<file path="src/design/dtm_pkg.sv">
// dtm_pkg: constants and types shared by the dual timer block
// assumes: an 8-bit special-function register port driven by the core
package dtm_pkg;

    // ------------------------------------------------------------
    // register addresses
    // ------------------------------------------------------------
    localparam logic [7:0] ADDR_TIMER_CONTROL  = 8'h88;
    localparam logic [7:0] ADDR_TIMER_MODE     = 8'h89;
    localparam logic [7:0] ADDR_T0_LOW         = 8'h8a;
    localparam logic [7:0] ADDR_T1_LOW         = 8'h8b;
    localparam logic [7:0] ADDR_T0_HIGH        = 8'h8c;
    localparam logic [7:0] ADDR_T1_HIGH        = 8'h8d;
    localparam logic [7:0] ADDR_THIRD_CONTROL  = 8'hc8;
    localparam logic [7:0] ADDR_RELOAD_LOW     = 8'hca;
    localparam logic [7:0] ADDR_RELOAD_HIGH    = 8'hcb;
    localparam logic [7:0] ADDR_T2_LOW         = 8'hcc;
    localparam logic [7:0] ADDR_T2_HIGH        = 8'hcd;

    // ------------------------------------------------------------
    // field positions
    // ------------------------------------------------------------
    // timer_control_reg
    localparam int TCB_FLAG_ONE  = 7;
    localparam int TCB_RUN_ONE   = 6;
    localparam int TCB_FLAG_ZERO = 5;
    localparam int TCB_RUN_ZERO  = 4;
    // timer_mode_reg: each timer owns one nibble
    localparam int TMB_GATE      = 3;
    localparam int TMB_COUNT_SEL = 2;
    localparam int TMB_MODE_HI   = 1;
    localparam int TMB_NIB_ONE   = 4;
    // third_timer_control_reg
    localparam int T2B_OVF_FLAG  = 7;
    localparam int T2B_EXT_FLAG  = 6;
    localparam int T2B_RX_CLK    = 5;
    localparam int T2B_TX_CLK    = 4;
    localparam int T2B_EXT_EN    = 3;
    localparam int T2B_RUN       = 2;
    localparam int T2B_COUNT_SEL = 1;
    localparam int T2B_CAPTURE   = 0;

    // ------------------------------------------------------------
    // reset values and counts
    // ------------------------------------------------------------
    localparam logic [7:0] RESET_BYTE  = 8'h00;
    localparam logic [3:0] MCYC_CLOCKS = 4'hc;   // clocks per machine cycle

    // ------------------------------------------------------------
    // types
    // ------------------------------------------------------------
    typedef enum logic [1:0] {MODE_13BIT, MODE_16BIT, MODE_RELOAD8, MODE_SPLIT} dtm_t01_mode_e;
    typedef enum logic [1:0] {T2_OFF, T2_RELOAD, T2_CAPTURE, T2_BAUD} dtm_t2_mode_e;

    typedef struct packed {
        logic external_trigger_pin;
        logic t2_count_pin;
        logic t1_count_pin;
        logic t0_count_pin;
        logic external_gate_pin_one;
        logic external_gate_pin_zero;
    } dtm_pins_s;

    typedef struct packed {
        logic [7:0] th;
        logic [7:0] tl;
        logic       ovf;
    } dtm_step_s;

endpackage

</file>
<file path="src/design/dtm_timer.sv">
// dtm_timer: timers 0 and 1 (four modes each) plus timer 2 (reload, capture, baud)
// assumes: core drives the sfr port on REF_CLK; pins are asynchronous to REF_CLK
//
// Behaviour
// RULE1 - mode 0 count is high byte plus low five bits of low byte
// RULE2 - wrap from all ones to zero sets that timer's overflow flag
// RULE3 - count only when run bit set and gate off or gate pin high
// RULE4 - setting run bit never clears the count bytes
// RULE5 - mode 1 behaves like mode 0 but uses all sixteen bits
// RULE6 - mode 2 low byte counts, reloads from high byte on overflow, flag set
// RULE7 - timer 1 in split mode holds its count as if stopped
// RULE8 - split: t0 low byte uses t0 controls, high byte uses t1 run/flag
// RULE9 - with t0 split, t1 runs outside split mode, no own flag
// RULE10 - timer 2 mode from run bit, clock selects and capture select
// RULE11 - timer 2 reload mode: rollover sets flag and reloads 16 bits
// RULE12 - reload mode with external enable: trigger pin fall reloads, sets ext flag
// RULE13 - capture mode: counter runs freely, overflow sets flag
// RULE14 - capture mode with external enable: pin fall captures count, sets ext flag
// RULE15 - baud mode never sets overflow flag; ext flag still works
// RULE16 - t0/t1 flags set on overflow, cleared on interrupt vector
// RULE17 - software sets run bit to start a timer, clears it to stop
// RULE18 - count select picks machine cycles or count-pin falling edges
`timescale 1ns/100ps
module dtm_timer
    import dtm_pkg::*;
(
    input  wire logic              REF_CLK,
    input  wire logic              RST,
    input  wire logic [7:0]        SFR_ADDR,
    input  wire logic              SFR_WR,
    input  wire logic [7:0]        SFR_WDATA,
    input  wire logic              SFR_RD,
    output logic      [7:0]        SFR_RDATA,
    input  wire dtm_pkg::dtm_pins_s PINS,
    input  wire logic              ACK_FLAG_ZERO,
    input  wire logic              ACK_FLAG_ONE,
    output logic                   OVERFLOW_FLAG_ZERO,
    output logic                   OVERFLOW_FLAG_ONE,
    output logic                   OVERFLOW_FLAG_TWO,
    output logic                   EXTERNAL_FLAG_TWO,
    output logic                   T1_OVF_PULSE,
    output logic                   T2_OVF_PULSE
);
    import dtm_pkg::*;

    // ------------------------------------------------------------
    // one counting step for a timer 0/1 byte pair
    // ------------------------------------------------------------
    function automatic dtm_step_s tmr_step(dtm_t01_mode_e mode, logic [7:0] th, logic [7:0] tl, logic inc);
        dtm_step_s  r;
        logic [12:0] c13;
        logic [15:0] c16;
        r     = '{th: th, tl: tl, ovf: 1'b0};
        c13   = {th, tl[4:0]} + 13'h0001;
        c16   = {th, tl} + 16'h0001;
        if (inc) begin
            case (mode)
                MODE_13BIT: begin
                    // upper three low-byte bits are left alone
                    r.ovf = &{th, tl[4:0]};            // [RULE1] [RULE2]
                    r.th  = c13[12:5];
                    r.tl  = {tl[7:5], c13[4:0]};
                end
                MODE_16BIT: begin
                    r.ovf = &{th, tl};                 // [RULE5] [RULE2]
                    r.th  = c16[15:8];
                    r.tl  = c16[7:0];
                end
                MODE_RELOAD8: begin
                    r.ovf = &tl;                       // [RULE6]
                    r.tl  = (&tl) ? th : tl + 8'h01;   // [RULE6]
                end
                default: begin
                    // split: only the low byte counts here
                    r.ovf = &tl;
                    r.tl  = tl + 8'h01;
                end
            endcase
        end
        return r;
    endfunction

    // ------------------------------------------------------------
    // pin synchronisers and falling-edge detect
    // ------------------------------------------------------------
    logic [5:0] s1_q, s2_q, s3_q, filt_q, filt_prev_q;
    logic [5:0] fall;
    dtm_pins_s  pin_f;

    // three stages; a level is accepted once stages two and three agree
    always_ff @(posedge REF_CLK) begin
        if (RST) begin
            s1_q        <= 6'h3f;
            s2_q        <= 6'h3f;
            s3_q        <= 6'h3f;
            filt_q      <= 6'h3f;
            filt_prev_q <= 6'h3f;
        end else begin
            s1_q        <= PINS;
            s2_q        <= s1_q;
            s3_q        <= s2_q;
            filt_q      <= (s2_q & s3_q) | (filt_q & (s2_q ^ s3_q));
            filt_prev_q <= filt_q;
        end
    end

    assign fall  = filt_prev_q & ~filt_q;
    assign pin_f = dtm_pins_s'(filt_q);

    // ------------------------------------------------------------
    // machine cycle tick
    // ------------------------------------------------------------
    logic [3:0] mcyc_q;
    logic       tick;

    // one tick every machine cycle
    always_ff @(posedge REF_CLK) begin
        if (RST) begin
            mcyc_q <= 4'h0;
        end else begin
            mcyc_q <= (mcyc_q == MCYC_CLOCKS - 4'h1) ? 4'h0 : mcyc_q + 4'h1;
        end
    end

    assign tick = (mcyc_q == MCYC_CLOCKS - 4'h1);

    // ------------------------------------------------------------
    // software-visible registers
    // ------------------------------------------------------------
    logic [7:0]    timer_mode_reg_q;
    logic          run0_q, run1_q, flag0_q, flag1_q;
    logic [7:0]    th0_q, tl0_q, th1_q, tl1_q;
    logic [7:0]    t2ctl_q;      // run, selects and enables; flags kept apart
    logic          tf2_q, external_flag_two_q;
    logic [7:0]    rcap_lo_q, rcap_hi_q, th2_q, tl2_q;
    logic          wr_ctl, wr_t2ctl;

    assign wr_ctl   = SFR_WR && (SFR_ADDR == ADDR_TIMER_CONTROL);
    assign wr_t2ctl = SFR_WR && (SFR_ADDR == ADDR_THIRD_CONTROL);

    // mode and run bits only change by software
    always_ff @(posedge REF_CLK) begin
        if (RST) begin
            timer_mode_reg_q  <= RESET_BYTE;
            run0_q  <= 1'b0;
            run1_q  <= 1'b0;
            t2ctl_q <= RESET_BYTE;
        end else begin
            if (SFR_WR && SFR_ADDR == ADDR_TIMER_MODE) begin
                timer_mode_reg_q <= SFR_WDATA;
            end
            if (wr_ctl) begin
                // run bits start/stop only; counts untouched  [RULE4]
                run0_q <= SFR_WDATA[TCB_RUN_ZERO];
                run1_q <= SFR_WDATA[TCB_RUN_ONE];
            end
            if (wr_t2ctl) begin
                t2ctl_q <= SFR_WDATA;
            end
        end
    end

    // ------------------------------------------------------------
    // timer 0 and 1 counting
    // ------------------------------------------------------------
    dtm_t01_mode_e mode0, mode1;
    logic          gate0_ok, gate1_ok, inc0, inc1, inc0_hi;
    dtm_step_s     st0, st1;
    logic          ovf0_hi, ovf1, set_flag0, set_flag1;

    assign mode0    = dtm_t01_mode_e'(timer_mode_reg_q[TMB_MODE_HI -: 2]);
    assign mode1    = dtm_t01_mode_e'(timer_mode_reg_q[TMB_NIB_ONE + TMB_MODE_HI -: 2]);
    assign gate0_ok = ~timer_mode_reg_q[TMB_GATE] | pin_f.external_gate_pin_zero;                // [RULE3]
    assign gate1_ok = ~timer_mode_reg_q[TMB_NIB_ONE + TMB_GATE] | pin_f.external_gate_pin_one;  // [RULE3]

    // source select: machine cycles or pin falling edges  [RULE18]
    assign inc0 = run0_q & gate0_ok & (timer_mode_reg_q[TMB_COUNT_SEL] ? fall[2] : tick);        // [RULE3] [RULE8]
    // with timer 0 split, timer 1 loses its run bit and runs unless itself split
    assign inc1 = (mode0 == MODE_SPLIT ? 1'b1 : run1_q) & gate1_ok & (mode1 != MODE_SPLIT)
                  & (timer_mode_reg_q[TMB_NIB_ONE + TMB_COUNT_SEL] ? fall[3] : tick);            // [RULE7] [RULE9]
    // split high byte counts machine cycles under timer 1's run bit
    assign inc0_hi = (mode0 == MODE_SPLIT) & run1_q & tick;                            // [RULE8]

    assign st0     = tmr_step(mode0, th0_q, tl0_q, inc0);
    assign st1     = tmr_step(mode1, th1_q, tl1_q, inc1);
    assign ovf0_hi = inc0_hi & (&th0_q);
    assign ovf1    = st1.ovf;

    // flag one belongs to the split high byte while timer 0 is split
    assign set_flag0 = st0.ovf;                                                        // [RULE2]
    assign set_flag1 = (mode0 == MODE_SPLIT) ? ovf0_hi : ovf1;                         // [RULE8] [RULE9]

    // count bytes; a software write wins over a count in the same cycle
    always_ff @(posedge REF_CLK) begin
        if (RST) begin
            th0_q <= RESET_BYTE;
            tl0_q <= RESET_BYTE;
            th1_q <= RESET_BYTE;
            tl1_q <= RESET_BYTE;
        end else begin
            tl0_q <= (SFR_WR && SFR_ADDR == ADDR_T0_LOW) ? SFR_WDATA : st0.tl;
            if (SFR_WR && SFR_ADDR == ADDR_T0_HIGH) begin
                th0_q <= SFR_WDATA;
            end else if (mode0 == MODE_SPLIT) begin
                th0_q <= inc0_hi ? th0_q + 8'h01 : th0_q;                              // [RULE8]
            end else begin
                th0_q <= st0.th;
            end
            tl1_q <= (SFR_WR && SFR_ADDR == ADDR_T1_LOW) ? SFR_WDATA : st1.tl;
            th1_q <= (SFR_WR && SFR_ADDR == ADDR_T1_HIGH) ? SFR_WDATA : st1.th;
        end
    end

    // overflow flags: hardware set beats software write or vector clear
    always_ff @(posedge REF_CLK) begin
        if (RST) begin
            flag0_q <= 1'b0;
            flag1_q <= 1'b0;
        end else begin
            if (set_flag0) begin
                flag0_q <= 1'b1;                                                       // [RULE16]
            end else if (ACK_FLAG_ZERO) begin
                flag0_q <= 1'b0;                                                       // [RULE16]
            end else if (wr_ctl) begin
                flag0_q <= SFR_WDATA[TCB_FLAG_ZERO];
            end
            if (set_flag1) begin
                flag1_q <= 1'b1;                                                       // [RULE16]
            end else if (ACK_FLAG_ONE) begin
                flag1_q <= 1'b0;                                                       // [RULE16]
            end else if (wr_ctl) begin
                flag1_q <= SFR_WDATA[TCB_FLAG_ONE];
            end
        end
    end

    // ------------------------------------------------------------
    // timer 2
    // ------------------------------------------------------------
    dtm_t2_mode_e mode2;
    logic         inc2, ovf2, ext_ev, do_reload, do_capture;
    logic [15:0]  cnt2_inc;

    // mode decode from run, clock selects and capture select
    always_comb begin
        if (!t2ctl_q[T2B_RUN]) begin
            mode2 = T2_OFF;                                                            // [RULE10]
        end else if (t2ctl_q[T2B_RX_CLK] | t2ctl_q[T2B_TX_CLK]) begin
            mode2 = T2_BAUD;                                                           // [RULE10]
        end else if (t2ctl_q[T2B_CAPTURE]) begin
            mode2 = T2_CAPTURE;                                                        // [RULE10]
        end else begin
            mode2 = T2_RELOAD;                                                         // [RULE10]
        end
    end

    assign inc2       = (mode2 != T2_OFF) & (t2ctl_q[T2B_COUNT_SEL] ? fall[4] : tick);
    assign cnt2_inc   = {th2_q, tl2_q} + 16'h0001;
    assign ovf2       = inc2 & (&{th2_q, tl2_q});
    // external trigger only acts while the timer is on and enabled
    assign ext_ev     = (mode2 != T2_OFF) & t2ctl_q[T2B_EXT_EN] & fall[5];
    // overflow reloads in reload and baud modes; capture mode runs free
    assign do_reload  = (ovf2 & (mode2 != T2_CAPTURE))
                        | (ext_ev & (mode2 == T2_RELOAD));                             // [RULE11] [RULE12] [RULE13]
    assign do_capture = ext_ev & (mode2 == T2_CAPTURE);                                // [RULE14]

    // counter: reload > software write > increment
    always_ff @(posedge REF_CLK) begin
        if (RST) begin
            th2_q <= RESET_BYTE;
            tl2_q <= RESET_BYTE;
        end else if (do_reload) begin
            th2_q <= rcap_hi_q;                                                        // [RULE11] [RULE12]
            tl2_q <= rcap_lo_q;
        end else begin
            tl2_q <= (SFR_WR && SFR_ADDR == ADDR_T2_LOW) ? SFR_WDATA : (inc2 ? cnt2_inc[7:0] : tl2_q);
            th2_q <= (SFR_WR && SFR_ADDR == ADDR_T2_HIGH) ? SFR_WDATA : (inc2 ? cnt2_inc[15:8] : th2_q);
        end
    end

    // reload/capture bytes; a capture beats a software write
    always_ff @(posedge REF_CLK) begin
        if (RST) begin
            rcap_lo_q <= RESET_BYTE;
            rcap_hi_q <= RESET_BYTE;
        end else if (do_capture) begin
            rcap_lo_q <= tl2_q;                                                        // [RULE14]
            rcap_hi_q <= th2_q;
        end else begin
            if (SFR_WR && SFR_ADDR == ADDR_RELOAD_LOW) begin
                rcap_lo_q <= SFR_WDATA;
            end
            if (SFR_WR && SFR_ADDR == ADDR_RELOAD_HIGH) begin
                rcap_hi_q <= SFR_WDATA;
            end
        end
    end

    // timer 2 flags are cleared by software only; set wins
    always_ff @(posedge REF_CLK) begin
        if (RST) begin
            tf2_q  <= 1'b0;
            external_flag_two_q <= 1'b0;
        end else begin
            if (ovf2 && mode2 != T2_BAUD) begin
                tf2_q <= 1'b1;                                                         // [RULE11] [RULE13] [RULE15]
            end else if (wr_t2ctl) begin
                tf2_q <= SFR_WDATA[T2B_OVF_FLAG];
            end
            if (ext_ev) begin
                external_flag_two_q <= 1'b1;                                                        // [RULE12] [RULE14] [RULE15]
            end else if (wr_t2ctl) begin
                external_flag_two_q <= SFR_WDATA[T2B_EXT_FLAG];
            end
        end
    end

    // ------------------------------------------------------------
    // outputs and read port
    // ------------------------------------------------------------
    logic [7:0] rd_mux;

    // unmapped addresses and external-interrupt bits read as zero
    always_comb begin
        case (SFR_ADDR)
            ADDR_TIMER_CONTROL: rd_mux = {flag1_q, run1_q, flag0_q, run0_q, 4'h0};
            ADDR_TIMER_MODE:    rd_mux = timer_mode_reg_q;
            ADDR_T0_LOW:        rd_mux = tl0_q;
            ADDR_T1_LOW:        rd_mux = tl1_q;
            ADDR_T0_HIGH:       rd_mux = th0_q;
            ADDR_T1_HIGH:       rd_mux = th1_q;
            ADDR_THIRD_CONTROL: rd_mux = {tf2_q, external_flag_two_q, t2ctl_q[5:0]};
            ADDR_RELOAD_LOW:    rd_mux = rcap_lo_q;
            ADDR_RELOAD_HIGH:   rd_mux = rcap_hi_q;
            ADDR_T2_LOW:        rd_mux = tl2_q;
            ADDR_T2_HIGH:       rd_mux = th2_q;
            default:            rd_mux = 8'h00;
        endcase
    end

    // read data registered on the read strobe, held until the next read
    always_ff @(posedge REF_CLK) begin
        if (RST) begin
            SFR_RDATA <= 8'h00;
        end else if (SFR_RD) begin
            SFR_RDATA <= rd_mux;
        end
    end

    // baud pulses for the serial port; timer 1 keeps pulsing even when split steals its flag
    always_ff @(posedge REF_CLK) begin
        if (RST) begin
            T1_OVF_PULSE <= 1'b0;
            T2_OVF_PULSE <= 1'b0;
        end else begin
            T1_OVF_PULSE <= ovf1;                                                      // [RULE9]
            T2_OVF_PULSE <= ovf2;
        end
    end

    assign OVERFLOW_FLAG_ZERO = flag0_q;
    assign OVERFLOW_FLAG_ONE  = flag1_q;
    assign OVERFLOW_FLAG_TWO  = tf2_q;
    assign EXTERNAL_FLAG_TWO  = external_flag_two_q;

endmodule // dtm_timer

</file>
<file path="config.mk">
export PLATFORM = sky130hd
export DESIGN_NAME = dtm_timer
export DESIGN_NICKNAME = d
export VERILOG_FILES = /design/src/design/dtm_pkg.sv /design/src/design/dtm_timer.sv
export SDC_FILE = /design/constraint.sdc
export NUM_CORES = 1
export LEC_CHECK = 0
export ABC_AREA = 0
export ABC_CLOCK_PERIOD_IN_PS = 2100
export BUFFER_PORTS_ARGS = -buffer_cell sky130_fd_sc_hd__buf_4
export CORE_MARGIN = 1.5
export CORE_UTILIZATION = 35
export DETAILED_ROUTE_END_ITERATION = 8
export SYNTH_ARGS = -nofsm -noshare
export SYNTH_HDL_FRONTEND = slang
export SYNTH_SLANG_ARGS = --single-unit
export TNS_END_PERCENT = 20
</file>
<file path="constraint.sdc">
create_clock -name REF_CLK -period 2.1 [get_ports REF_CLK]
set_input_delay 0 -clock REF_CLK [delete_from_list [all_inputs] [get_ports REF_CLK]]
set_output_delay 0 -clock REF_CLK [all_outputs]
set_load 0.01 [all_outputs]
</file>
==> results.yml <==
run_status:
  status: "complete, no violations"
floorplan:
  placementRows: 52
  die_area_mm2: 0.0220
  coreArea_mm2: 0.0205
  io_pins: 42
  start_util: 0.360
  die_x_um: 148
  die_h_um: 148
drt:
  vias_per_cell: 5.72
  wirelength_mm: 24.3
  drtIter0Drc: 754
  met2_wirelength_mm: 10.9
  vias: 7286
  post_drt_wl_per_cell_um: 19.1
  met3_length_mm: 1.88
  routed.top_layer: "met4"
  drtPass1Iterations: 7
  antenna_left: 0
  drc: 0
  routedLengthMet1_mm: 10.9
flow_run:
  drv_cap: 0
global_routing:
  antenna_found_initial: 0
  grt_util_all_layers: 0.228
  overflow: 0
  grt_start_max_net_pins: 69
  grt_pass1_vias: 6802
  grt_pass1_wl_mm: 38.5
yosys:
  ys_async_sr_fraction: 0
  syn_area_mm2: 0.00739
  synth_flop_cell: "dfxtp_1"
  synth_nets: 945
  yosysUniqueCellTypes: 84
  avgSynthCellArea_um2: 8.16
  yosysWarnings: 0
  ys_ff_latch: 126
  syn_inst: 905
  ys_seq_area_frac: 0.342
  synth_enable_flop_cells: 0
critical_path:
  arrival_ns: 2.35
  critical_path_class: "reg2reg"
  cp_max_fo: 12
  end_kind: "register"
  critPathMaxStageDelay_ns: 0.42
  path_cells: "ha_2 -> and3b_2 -> nor2_2 -> or2_4 -> nor4b_1 -> and4_1 -> nor4_1"
  startpoint_type: "register"
  crit_slowest_cell: "nor4b_1"
  cp.required_ns: 2.41
clock_tree:
  htreeDepth: 4
  clockBufferDepth: 2
  clkLatencyLatePin_ns: 0.43
  cts_tree: "done"
  cts.clk_slew.worst_paths_ns: 0.06
  cts_sinks: 126
  root_buffer: "clkbuf_16"
  cts_inserted_buffers: 17
placement:
  numPortBuffers: 41
  place_congestion: 0.954
  hpwl_mm: 17.4
cells_and_area:
  syn2layout_area_growth_pct: 24.3
  layout_common_cells: "126 x dfxtp_1, 111 x buf_4, 109 x nand2_1"
  final_common_cell: "dfxtp_1"
  nNetsFinal: 1030
  fin_util: 0.448
  diodes: 0
  drive_above_1_share: 0.212
power_and_ir_drop:
  leakage_nw: 3.25
  power_density_mw_per_mm2: 643
  ir_drop_uv: 546
  power_mw: 5.91
sta:
  post-route-min-period_ns: 2.04
  setup_viol: 0
  slew_violations: 0
  tightest_slew_ns: 0.528
  fin_crit_sh: 0.972
  relSlewSlack: 0.647
  setup_tns_ns: 0
  hold_violations: 0
  fmax_mhz: 490
  skew_ns: 0.0118
  hold_slack_ns: 0.0669
  rsz0062_at_grt: "yes"
min_path:
  hold_class: "in2reg"
==> cell usage after synthesis (3+ instances only) <==
cell / instances / area [um2]
or3_1: 5 / 31.3
nand3_1: 43 / 215
o32ai_1: 5 / 43.8
a22oi_1: 19 / 143
nor2b_1: 6 / 37.5
nor2_1: 86 / 323
and3_1: 11 / 68.8
and2_1: 6 / 37.5
a211oi_1: 24 / 180
nand4_1: 12 / 75.1
o22ai_1: 7 / 43.8
buf_1: 5 / 18.8
nand2_1: 109 / 409
a311oi_1: 23 / 201
dfxtp_1: 126 / 2520
mux2_2: 3 / 33.8
nor2_4: 3 / 33.8
and2_2: 3 / 22.5
buf_4: 4 / 30.0
o211ai_1: 22 / 165
xor2_1: 10 / 87.6
or2_2: 27 / 169
ha_1: 12 / 150
nor4_1: 8 / 50.1
mux2i_1: 35 / 350
nand2b_1: 7 / 43.8
clkbuf_2: 3 / 15.0
o221ai_1: 3 / 26.3
inv_1: 17 / 63.8
clkbuf_1: 35 / 131
o21ai_0: 26 / 130
nor3_2: 4 / 40.0
a31oi_1: 4 / 25.0
a21o_1: 4 / 30.0
o21ai_1: 10 / 50.1
a221oi_1: 7 / 61.3
xnor2_1: 19 / 166
buf_2: 22 / 110
a21oi_1: 49 / 245
and4_1: 3 / 26.3
a211o_1: 8 / 70.1
nor3_1: 14 / 70.1
buf_6: 3 / 33.8
==> power by group <==
| part | internal (mW) | leakage (nW) | switching [mW] |
|---|---|---|---|
| clock | 1.99 | 0.298 | 1.16 |
| sequential | 2.42 | 1.02 | 0.0145 |
| combinational | 0.129 | 1.94 | 0.193 |
==> cells by family (layout without fill, tap and decap cells) <==
family,after synthesis,count (layout),share of synthesized area
xor+xnor,29,29,0.0344
fa+ha+maj,12,12,0.0203
mux,40,40,0.0581
buf+inv,89,187,0.0545
compound gates,236,236,0.229
simple gates,373,373,0.262
flops,126,126,0.342
==> through the flow <==
stage                     std cells  worst slack (ns)  area (um2)
after floorplan                 905             0.122        7390
after global placement         1217            0.0598        8280
after detailed placement       1217           -0.0103        8280
after CTS                      1272            0.0395        9130
after global routing           1273          0.000655        9180
final                          1273            0.0593        9180
==> flip-flops by register name, indices dropped and copies added (netlist names), 4 cells and up <==
| register | flops |
|---|---|
| th1_q | 8 |
| tl0_q | 8 |
| s1_q | 6 |
| tl2_q | 8 |
| rcap_hi_q | 8 |
| rcap_lo_q | 8 |
| mcyc_q | 4 |
| filt_q | 6 |
| s3_q | 6 |
| filt_prev_q | 4 |
| t2ctl_q | 6 |
| SFR_RDATA | 8 |
| tl1_q | 8 |
| s2_q | 6 |
| th2_q | 8 |
| timer_mode_reg_q | 8 |
| th0_q | 8 |
==> critical path, delay by kind of cell (launching register included) <==
kind | cells | cell delay, ns
AND/OR/NAND/NOR | 6 | 1.35
flip-flops | 1 | 0.34
adder cells (fa/ha/maj) | 1 | 0.23
==> what timing repair did <==
| item | 4_1_cts | 5_1_grt |
|---|---|---|
| pin swaps | 0 | 1 |
| hold endpoints to repair | 64 | 0 |
| setup endpoints to repair | 7 | 27 |
| hold buffers | 23 | 0 |
| gates resized for setup | 1 | 6 |
| cloned | 0 | 0 |
| setup buffers | 0 | 1 |
==> cell type report <==
type	instances	area, um2
Sequential cell	126	2520
Clock buffer	19	433
Fill cell	2041	11300
Multi-Input combinational cell	690	4490
Clock inverter	13	189
Tap cell	270	338
Inverter	17	63.8
Timing Repair Buffer	138	1140
==> path summary, 6_finish.rpt <==
check	slack, ns	from	depth (start not counted)	to
worst max-delay path	0.06	mcyc_q[0]$_SDFF_PP0_	7	tl0_q[6]$_SDFFE_PP0P_
worst max register to register	0.06	mcyc_q[0]$_SDFF_PP0_	7	tl0_q[6]$_SDFFE_PP0P_
worst min-delay path	0.07	SFR_ADDR[7]	4	SFR_RDATA[0]$_SDFFE_PP0P_
worst min register to register	0.41	s1_q[1]$_SDFF_PP1_	1	s2_q[1]$_SDFF_PP1_
==> per-layer routing <==
| metal | up-vias | global-route usage |
|---|---|---|
| met1 | 3455 | 0.314 |
| li1 | 3488 | - |
| met2 | 294 | 0.348 |
| met3 | 49 | 0.0436 |
| met5 | - | 0 |
| met4 | 0 | 0.0926 |
Note: power is estimated with default switching activity, not from simulation.
